$ cat config.mk
export PLATFORM = sky130hd
export DESIGN_NAME = ewd_window_decoder
export DESIGN_NICKNAME = d
export VERILOG_FILES = /design/src/core/ewd_pkg.sv /design/src/core/ewd_window_decoder.sv
export SDC_FILE = /design/constraint.sdc
export NUM_CORES = 1
export LEC_CHECK = 0
export BUFFER_PORTS_ARGS = -buffer_cell sky130_fd_sc_hd__buf_2
export CAP_MARGIN = 0
export CORE_ASPECT_RATIO = 0.7
export CORE_MARGIN = 4
export CORE_UTILIZATION = 40
export CTS_CLUSTER_DIAMETER = 80
export CTS_CLUSTER_SIZE = 40
export DETAILED_ROUTE_END_ITERATION = 16
export GPL_TIMING_DRIVEN = 0
export PLACE_DENSITY = 0.57
export SETUP_SLACK_MARGIN = 0.02
export SLEW_MARGIN = 40
export SYNTH_ARGS = -nofsm -noshare
export SYNTH_HDL_FRONTEND = slang
export SYNTH_SLANG_ARGS = --single-unit
$ cat constraint.sdc
create_clock -name sys_clk_in -period 7.9 [get_ports sys_clk_in]
set_clock_uncertainty 0.2 [all_clocks]
set_input_delay 0.395 -clock sys_clk_in [delete_from_list [all_inputs] [get_ports sys_clk_in]]
set_output_delay 0.395 -clock sys_clk_in [all_outputs]
set_load 0.03 [all_outputs]
$ cat src/core/ewd_pkg.sv
// ==========================================================
// Functional notes
// - limit bits 1:0 give type: 00 plain memory, 01 prefetchable, 1x i/o
// - memory windows decode on 4 KB steps, i/o windows on 4-byte steps
// - memory windows force bits 11:2 to ones in limit, zeros in base
// - two 32-bit limit registers, all bits writable, reset to zero
// - gate register bit 0 enables window 0, bit 1 enables window 1
// - both enable bits clear after reset, so no window decodes
// - inclusion bit per window: 0 includes, 1 excludes from primary decode
// - inclusion bits reset to zero, enabled windows included by default
// - gate and inclusion register bits 7:2 are reserved and read zero
// - with negative decode on, secondary decode is the complement of the primary decode
// - with negative decode off, secondary claims primary-excluded windows
// - only the policy register controls secondary negative decode; gate and inclusion bits control window use
// - policy settings act even while a window is disabled; inclusion bits act only while it is enabled
// - two 32-bit base registers, bits 1:0 read-only zero, rest writable
// - policy bit 1 enables secondary negative decode, resets to one
// - policy bit 0 enables secondary subtractive decode, resets to zero
// - policy bit 2 selects slow claim four clocks in while bit 0 is set, resets to one
package ewd_pkg;
  localparam int ADDR_W = 12;
  // register indices; byte address is four times the index
  localparam logic [9:0] IDX_BASE0 = 10'h044;
  localparam logic [9:0] IDX_LIMIT0 = 10'h048;
  localparam logic [9:0] IDX_BASE1 = 10'h04C;
  localparam logic [9:0] IDX_LIMIT1 = 10'h050;
  localparam logic [9:0] IDX_GATE = 10'h054;
  localparam logic [9:0] IDX_INCL = 10'h055;
  localparam logic [9:0] IDX_POLICY = 10'h056;
  localparam logic [31:0] RST_BASE = 32'h0000_0000;
  localparam logic [31:0] RST_LIMIT = 32'h0000_0000;
  localparam logic [7:0] RST_GATE = 8'h00;
  localparam logic [7:0] RST_INCL = 8'h00;
  localparam logic [7:0] RST_POLICY = 8'h06;
  localparam logic [7:0] MASK_GATE = 8'h03;
  localparam logic [7:0] MASK_INCL = 8'h03;
  localparam logic [7:0] MASK_POLICY = 8'h07;
  localparam logic [31:0] MASK_BASE = 32'hFFFF_FFFC;
  localparam int POL_SUBTR = 0;
  localparam int POL_NEG = 1;
  localparam int POL_SLOW = 2;
  localparam int TYPE_IO_BIT = 1;
  localparam logic [31:0] MEM_GRAN_MASK = 32'h0000_0FFF;
  localparam logic [31:0] IO_GRAN_MASK = 32'h0000_0003;
  localparam logic [1:0] RESP_OKAY = 2'b00;
  localparam logic [1:0] RESP_SLVERR = 2'b10;
endpackage

$ cat src/core/ewd_window_decoder.sv
`timescale 1ns/100ps
module ewd_window_decoder (
  input wire logic sys_clk_in,
  input wire logic sys_rst_in,
  // axi4-lite slave
  input wire logic [ewd_pkg::ADDR_W-1:0] s_axi_awaddr_in,
  input wire logic s_axi_awvalid_in,
  output logic s_axi_awready_out,
  input wire logic [31:0] s_axi_wdata_in,
  input wire logic [3:0] s_axi_wstrb_in,
  input wire logic s_axi_wvalid_in,
  output logic s_axi_wready_out,
  output logic [1:0] s_axi_bresp_out,
  output logic s_axi_bvalid_out,
  input wire logic s_axi_bready_in,
  input wire logic [ewd_pkg::ADDR_W-1:0] s_axi_araddr_in,
  input wire logic s_axi_arvalid_in,
  output logic s_axi_arready_out,
  output logic [31:0] s_axi_rdata_out,
  output logic [1:0] s_axi_rresp_out,
  output logic s_axi_rvalid_out,
  input wire logic s_axi_rready_in,
  // decode queries from the bus agents
  input wire logic [31:0] prim_addr_in,
  input wire logic prim_is_io_in,
  input wire logic [31:0] sec_addr_in,
  input wire logic sec_is_io_in,
  // decode results
  output logic prim_forward_out,
  output logic sec_forward_out,
  output logic sec_subtractive_out,
  output logic sec_slow_claim_out
);

  // everything the block remembers, registered as one word
  typedef struct packed {
    // write channel bookkeeping
    logic aw_got;
    logic [9:0] aw_idx;
    logic w_got;
    logic [31:0] wdata;
    logic [3:0] wstrb;
    logic bvalid;
    logic [1:0] bresp;

    // read channel state
    logic rvalid;
    logic [31:0] rdata;
    logic [1:0] rresp;

    // software-visible registers
    logic [1:0][31:0] base;
    logic [1:0][31:0] limit;
    logic [7:0] gate;
    logic [7:0] incl;
    logic [7:0] policy;

    // decode results, one edge behind the query
    logic prim_fwd;
    logic sec_fwd;
  } ewd_state_s;

  // st is the register bank, next_st its value for the coming edge
  ewd_state_s st;
  ewd_state_s next_st;

  // per-window hits for each side, and the gate that opens each window
  logic [1:0] prim_hit;
  logic [1:0] sec_hit;
  logic [1:0] win_on;

  // =========================================================
  // window match
  // bounds widen to the granule: memory windows ignore stored bits 11:2,
  // i/o windows only cover the two type bits of the limit
  function automatic logic win_match(
    input logic [31:0] base,
    input logic [31:0] limit,
    input logic [31:0] addr,
    input logic is_io
  );
    logic [31:0] lo;
    logic [31:0] hi;
    logic win_io;
    win_io = limit[ewd_pkg::TYPE_IO_BIT];
    if (win_io) begin
      lo = base & ~ewd_pkg::IO_GRAN_MASK;
      hi = limit | ewd_pkg::IO_GRAN_MASK;
    end else begin
      lo = base & ~ewd_pkg::MEM_GRAN_MASK;
      hi = limit | ewd_pkg::MEM_GRAN_MASK;
    end

    // the command type must match as well as the address range
    win_match = (addr >= lo) && (addr <= hi) && (is_io == win_io);
  endfunction

  // a window answers neither side while its gate bit is clear,
  // whatever the policy and inclusion bits say
  genvar gi;
  generate
    for (gi = 0; gi < 2; gi++) begin : g_win
      assign win_on[gi] = st.gate[gi];
      assign prim_hit[gi] = win_on[gi] && win_match(
        st.base[gi], st.limit[gi], prim_addr_in, prim_is_io_in
      );
      assign sec_hit[gi] = win_on[gi] && win_match(
        st.base[gi], st.limit[gi], sec_addr_in, sec_is_io_in
      );
    end
  endgenerate

  // =========================================================
  // register read mux
  // bit 32 marks a mapped index; an unmapped read answers zero with an error
  function automatic logic [32:0] reg_read(
    input ewd_state_s s,
    input logic [9:0] idx
  );
    logic [32:0] r;
    r = {1'b0, 32'h0000_0000};
    case (idx)
      ewd_pkg::IDX_BASE0: r = {1'b1, s.base[0]};
      ewd_pkg::IDX_BASE1: r = {1'b1, s.base[1]};
      ewd_pkg::IDX_LIMIT0: r = {1'b1, s.limit[0]};
      ewd_pkg::IDX_LIMIT1: r = {1'b1, s.limit[1]};
      // 8-bit registers sit in lane 0, the upper lanes read zero
      ewd_pkg::IDX_GATE: r = {1'b1, 24'h00_0000, s.gate};
      ewd_pkg::IDX_INCL: r = {1'b1, 24'h00_0000, s.incl};
      ewd_pkg::IDX_POLICY: r = {1'b1, 24'h00_0000, s.policy};
      default: r = {1'b0, 32'h0000_0000};
    endcase
    reg_read = r;
  endfunction

  // =========================================================
  // byte-lane merge
  // lanes the master leaves disabled keep their old contents
  function automatic logic [31:0] merge(
    input logic [31:0] old,
    input logic [31:0] d,
    input logic [3:0] be
  );
    logic [31:0] m;
    m = old;
    for (int b = 0; b < 4; b++) begin
      if (be[b]) begin
        m[b*8 +: 8] = d[b*8 +: 8];
      end
    end
    merge = m;
  endfunction

  // =========================================================
  // next state
  // one pass computes the whole next state, bus and decode alike
  always_comb begin
    logic [32:0] rd;
    logic mapped;
    rd = {1'b0, 32'h0000_0000};
    mapped = 1'b1;
    next_st = st;

    // write channels, taken in either order; an early half is held
    // until its partner comes, so the master may offer them apart
    if (s_axi_awvalid_in && s_axi_awready_out) begin
      next_st.aw_got = 1'b1;
      next_st.aw_idx = s_axi_awaddr_in[ewd_pkg::ADDR_W-1:2];
    end
    if (s_axi_wvalid_in && s_axi_wready_out) begin
      next_st.w_got = 1'b1;
      next_st.wdata = s_axi_wdata_in;
      next_st.wstrb = s_axi_wstrb_in;
    end
    // applied one edge after both halves are held, so the register
    // contents and bvalid change at the same edge
    if (st.aw_got && st.w_got) begin
      next_st.aw_got = 1'b0;
      next_st.w_got = 1'b0;
      next_st.bvalid = 1'b1;
      case (st.aw_idx)
        ewd_pkg::IDX_BASE0: begin
          next_st.base[0] = merge(st.base[0], st.wdata, st.wstrb) & ewd_pkg::MASK_BASE;
        end
        ewd_pkg::IDX_BASE1: begin
          next_st.base[1] = merge(st.base[1], st.wdata, st.wstrb) & ewd_pkg::MASK_BASE;
        end
        ewd_pkg::IDX_LIMIT0: begin
          next_st.limit[0] = merge(st.limit[0], st.wdata, st.wstrb);
        end
        ewd_pkg::IDX_LIMIT1: begin
          next_st.limit[1] = merge(st.limit[1], st.wdata, st.wstrb);
        end
        ewd_pkg::IDX_GATE: begin
          if (st.wstrb[0]) begin
            next_st.gate = st.wdata[7:0] & ewd_pkg::MASK_GATE;
          end
        end
        ewd_pkg::IDX_INCL: begin
          if (st.wstrb[0]) begin
            next_st.incl = st.wdata[7:0] & ewd_pkg::MASK_INCL;
          end
        end
        ewd_pkg::IDX_POLICY: begin
          // reserved bits 7:3 are dropped, so they read back zero
          if (st.wstrb[0]) begin
            next_st.policy = st.wdata[7:0] & ewd_pkg::MASK_POLICY;
          end
        end
        // an unmapped index changes nothing and answers with an error
        default: mapped = 1'b0;
      endcase
      if (mapped) begin
        next_st.bresp = ewd_pkg::RESP_OKAY;
      end else begin
        next_st.bresp = ewd_pkg::RESP_SLVERR;
      end
    end
    if (st.bvalid && s_axi_bready_in) begin
      next_st.bvalid = 1'b0;
    end

    // read channel; arready only rises again once the answer has gone,
    // so a release and a new address never meet in one cycle
    if (st.rvalid && s_axi_rready_in) begin
      next_st.rvalid = 1'b0;
    end
    if (s_axi_arvalid_in && s_axi_arready_out) begin
      rd = reg_read(st, s_axi_araddr_in[ewd_pkg::ADDR_W-1:2]);
      next_st.rvalid = 1'b1;
      next_st.rdata = rd[31:0];
      if (rd[32]) begin
        next_st.rresp = ewd_pkg::RESP_OKAY;
      end else begin
        next_st.rresp = ewd_pkg::RESP_SLVERR;
      end
    end

    // results are registered: a query is answered one edge later,
    // and a register write steers decode from the edge after it lands
    // primary claims enabled windows that are included
    next_st.prim_fwd = |(prim_hit & ~st.incl[1:0]);
    if (st.policy[ewd_pkg::POL_NEG]) begin
      // upstream takes whatever primary would not forward downstream
      next_st.sec_fwd = ~|(sec_hit & ~st.incl[1:0]);
    end else begin
      // positive decode of windows kept off the primary side
      next_st.sec_fwd = |(sec_hit & st.incl[1:0]);
    end
  end

  // =========================================================
  // state register
  // the reset branch loads constants only
  always_ff @(posedge sys_clk_in or posedge sys_rst_in) begin
    if (sys_rst_in) begin
      st.aw_got <= 1'b0;
      st.aw_idx <= 10'h000;
      st.w_got <= 1'b0;
      st.wdata <= 32'h0000_0000;
      st.wstrb <= 4'h0;
      st.bvalid <= 1'b0;
      st.bresp <= ewd_pkg::RESP_OKAY;
      st.rvalid <= 1'b0;
      st.rdata <= 32'h0000_0000;
      st.rresp <= ewd_pkg::RESP_OKAY;
      st.base[0] <= ewd_pkg::RST_BASE;
      st.base[1] <= ewd_pkg::RST_BASE;
      st.limit[0] <= ewd_pkg::RST_LIMIT;
      st.limit[1] <= ewd_pkg::RST_LIMIT;
      st.gate <= ewd_pkg::RST_GATE;
      st.incl <= ewd_pkg::RST_INCL;
      st.policy <= ewd_pkg::RST_POLICY;
      st.prim_fwd <= 1'b0;
      st.sec_fwd <= 1'b0;
    end else begin
      st <= next_st;
    end
  end

  // =========================================================
  // write channel outputs
  // a new address is refused until the pending write is answered
  assign s_axi_awready_out = !st.aw_got && !st.bvalid;
  assign s_axi_wready_out = !st.w_got && !st.bvalid;
  assign s_axi_bvalid_out = st.bvalid;
  assign s_axi_bresp_out = st.bresp;

  // =========================================================
  // read channel outputs
  // one read at a time: no new address while an answer waits
  assign s_axi_arready_out = !st.rvalid;
  assign s_axi_rvalid_out = st.rvalid;
  assign s_axi_rdata_out = st.rdata;
  assign s_axi_rresp_out = st.rresp;

  // =========================================================
  // decode outputs
  assign prim_forward_out = st.prim_fwd;
  assign sec_forward_out = st.sec_fwd;
  assign sec_subtractive_out = st.policy[ewd_pkg::POL_SUBTR];
  // slow slot only means something with subtractive decode on
  assign sec_slow_claim_out = st.policy[ewd_pkg::POL_SUBTR] && st.policy[ewd_pkg::POL_SLOW];

endmodule // ewd_window_decoder

== Yosys cells after proc, flatten, opt, wreduce, memory -nomap -nowiden ==
Index checks and enable logic that the tools add are counted.
Storage, ports and cells
  register bits: 219
  word-level logic and storage cells: 133
Cells by class
  magnitude comparators: 8
  eq/ne operators: 18
  mux-type cells: 19
  bitwise logic cells: 4
  reduce and logical (&&, ||, !) cells: 53
Operators by type and width (count)
  $pmux W33 S7: 1
  $eq A10 B7 Y1 const B: 14
  $ge A32 B32 Y1: 4
  $le A32 B32 Y1: 4
  $reduce_and A3 Y1: 19
  $mux W12: 4
  $mux W37: 1
  $mux W35: 1
  $mux W33: 1
  $logic_and A1 B1 Y1: 21
  $mux W11: 1
  $reduce_bool A2 Y1: 4
  $mux W1: 7
  $reduce_or A7 Y1: 1
  $and A2 B2 Y2: 3
  $reduce_or A2 Y1: 3
  $logic_not A1 Y1: 5
  $eq A1 B1 Y1: 4
  $mux W2: 2
  $mux W3: 1
  $not A2 Y2: 1

== Longest topological paths before layout ==
  word-level depth: 9
  depth in mapped cells: 14
  depth with buffers taken out: 11

== Least setup slack after synthesis ==
Ideal clock, no wire load.
  kind: reg-to-reg
  start: register st[27] (netlist name)
  end: register st (netlist bit sec_forward_out)
  arrival time: 3.104 ns
  path slack: 4.505 ns
  stages on the path, launching flop included: 15
  period minus slack after synthesis: 3.395 ns
  cells stage by stage: dfrtp_1 -> buf_2 -> clkbuf_1 -> clkbuf_1 -> buf_1 -> nand2_1 -> ha_1 -> a21o_1 -> a221oi_1 -> a21oi_1 -> o41ai_1 -> or3b_1 -> o21ai_1 -> o21ai_1 -> o221ai_1
RTL lines
  start, declared: line ewd_window_decoder.sv:64  | ewd_state_s st;
  start signal, assigned: line ewd_window_decoder.sv:277  | st <= next_st;

==> metrics.cfg <==
[synth]
syn_avg_cell_area_um2=10.1
ys_ff_latch=217
ys_warn_count=0
async_flop_share_pct=100
ys_types=80
yosysTopAreaCell=dfrtp_1
ys_top_cells_by_area=dfrtp_1, ha_1, mux2_2
netlist.area_leader.share_pct=35.5
synth_area_mm2=0.0151
syn_inst=1507
synth-main-ff-cell=dfrtp_1
synth_edf_count=0
yosysSeqAreaShare_pct=35.9

[floorplan]
die_x_um=241
num_rows=59
initial_utilization_pct=40.6
fp.dieArea_mm2=0.0411
io_pins=178
core-area_mm2=0.0373
die_y_um=171

[layout]
finalInstanceArea_mm2=0.0176
fin_cells=2238
fillerInstances=3589
drive_above_1_share_pct=24.4
num-nets-final=2087
area.growth.synth_to_final_pct=16.4

[critical_path]
critPathArrivalTime_ps=5530
cp-startpoint=st[27]
critPathKind=register to register
end_kind=register
slowest_delay_ps=690
critPathLaunchType=register
r2r_start=st[27]
cp_max_fo=10
path_cells=buf_2 > clkbuf_1 > clkbuf_1 > buf_1 > and2_1 > ha_1 > nor4bb_1 > o311ai_0 > a21oi_1 > o41ai_1 > or3b_1 > o21ai_1 > o21ai_1 > o221ai_1
cp_slowest_cell=o41ai_1
critical_path_required_ps=8110

[pwr]
leakagePower_nw=8.18
p_per_area_mw_per_mm2=172
seqPwrFrac_pct=48.8
p_comb_share_pct=25.0
ir_drop_mv=0.118
swShare_pct=35.2
clock_power_share_pct=26.2
p_int_mw=1.96
power.switching_mw=1.06

[hold_path]
hold_path_class=input pin to register
hold_start=s_axi_awvalid_in

[route]
drt_first_pass_iters=7
ant_nets=0
drc_errors=0
wl_per_cell_um=23.3
num_vias=12800
drt_iter0_drc=1108
drt_wl_total_um=52200
routed_via_density=5.73

[placed_design]
pre_cts_slack_ps=2570
placed_cells=2166
dpl-instance-area_mm2=0.0167
gp_congestion=0.916
numPortBuffers=168
hpwlAfterDp_um=41000

[grt]
grt_pass1_vias=12800
grt_util_all_layers_pct=25.3
grt.overflow.total=0
grt_antenna_before_repair=1
grt_max_degree=79
grt_first_pass_wirelength_um=78800

[cts]
hold_buffers=49
cts_tree=built
clk_path_buf_depth=3
cts_made_buffers=13
cts_htree_levels=1
postCtsSetupBuffers=0
clkTransAtPathRegs_ps=110
clock_sinks=217
clockRootBuffer=clkbuf_16
cts_resized=0
clk_latency_ps=510

[outcome]
status=finished clean

[timing]
tightest_slew_ps=826
fmax_mhz=188
setup_ws_ps=2570
rsz0062_at_grt=false
slew_viol_final=0
fin_crit_sh_pct=67.4
finalHoldViolCount=0
whs_ps=101
slew_headroom_pct=44.8
setup_viol=0
period_needed_ps=5330

[job]
drv_cap=0

==> final timing paths <==
path,endpoint,slack [ps],cells after the start
setup / recovery,sec_forward_out,2570,14
hold / removal,st[238],100,3
setup reg to reg,sec_forward_out,2570,14
hold reg to reg,s_axi_rdata_out[29],310,1
max in group asynchronous,st[50],6430,4
min in group asynchronous,s_axi_rdata_out[9],250,3
==> per-stage QoR <==
stage / power (mW) / utilization [%] / setup TNS, ps
after global placement: 2.21 / 44.5 / -284560
after detailed placement: 2.23 / 44.8 / 0
after CTS: 3.05 / 47.3 / 0
after floorplan: 1.93 / - / 0
final: 3.02 / 47.3 / 0
after global routing: 3.20 / 47.3 / 0
==> critical path: cells and delay by family, from the launching register on <==
kind / cells / cell delay [ps]
adder cells (fa/ha/maj): 1 / 260
AND/OR/NAND/NOR: 3 / 930
AO/OA/AOI/OAI: 6 / 1860
buffers and inverters: 4 / 1620
flip-flops: 1 / 340
==> state kept, by name, indices dropped and copies added, names as in the netlist <==
signal               count
st                     178
s_axi_bresp_out          1
s_axi_rdata_out         32
s_axi_bvalid_out         1
prim_forward_out         1
s_axi_rresp_out          1
sec_subtractive_out      1
s_axi_rvalid_out         1
sec_forward_out          1
==> cells in the final DEF, fill, tap and decap left out, drive strengths merged, types with 14 or more instances in the layout <==
cell type,Yosys,routed
a21o,41,41
ha,212,212
a21oi,69,69
a31oi,19,19
nor2b,24,24
a222oi,31,31
nor3,14,14
dlygate4sd3,0,49
a22o,22,22
inv,106,113
dfrtp,215,215
and3,14,14
o21ai,69,69
nand3,24,24
nor2,60,60
mux2,155,155
buf,55,225
nand4,40,40
nand2,153,153
clkbuf,26,39
==> power groups by stage <==
stage	logic [mW]	clock network (mW)	registers, mW
after global placement	0.716	0	1.49
after CTS	0.758	0.814	1.47
after floorplan	0.505	0	1.42
final	0.755	0.793	1.48
after global routing	0.841	0.850	1.51
after detailed placement	0.734	0	1.50
==> synthesized netlist by cell type (4+ instances only) <==
master / instances
a22o_1: 22
o21a_1: 4
nor2b_1: 24
nor3b_1: 6
inv_1: 105
nor3_1: 14
o2111ai_1: 4
buf_2: 6
nand2_1: 153
maj3_1: 4
dfrtp_1: 215
o22ai_1: 6
and2_1: 8
buf_4: 38
a222oi_1: 31
a21oi_1: 69
o211ai_1: 7
o21ai_0: 65
a21o_1: 41
nor4_1: 7
nand4_1: 40
ha_1: 212
and3_1: 13
o21bai_1: 5
and4_1: 5
a31oi_1: 19
buf_6: 7
clkbuf_1: 26
o21ai_1: 4
a221oi_1: 8
xor2_1: 4
nand2b_1: 11
nor2_1: 59
mux2_2: 155
a211oi_1: 11
nand3_1: 24
o221ai_1: 4
==> final cells by class <==
class                   count  area [um2]  area share (%)
diodes                      2        5.00          0.0284
plain buffers              81         523            2.97
clock buffers              13         325            1.85
clock inverters             8         109           0.618
inverters                 106         405            2.30
multi-input cells        1104        8830            50.1
flip-flops and latches    217        5430            30.8
well taps                 488         611            3.46
repair buffers            219        1390            7.87
==> routing by layer <==
metal | share of wire, % | vias to the layer above | track usage, %
met4 | 2.1 | 0 | 5.17
met1 | 50 | 6358 | 39.6
met5 | 0 | - | 0
met2 | 41 | 384 | 37.1
met3 | 6.1 | 54 | 3.48
li1 | - | 6037 | -
==> cells by family after synthesis <==
logic type / after synthesis / synth area share [%]
muxes: 158 / 11.7
AOI/OAI and AO/OA: 334 / 15.2
and+or+nand+nor: 387 / 12.9
buffers and inverters: 187 / 6.05
DFF: 217 / 35.9
adders and majority gates: 216 / 17.8
xor gates and xnor gates: 7 / 0.405
other: 1 / 0.0248
No activity file was read; power rests on OpenSTA's default activity.
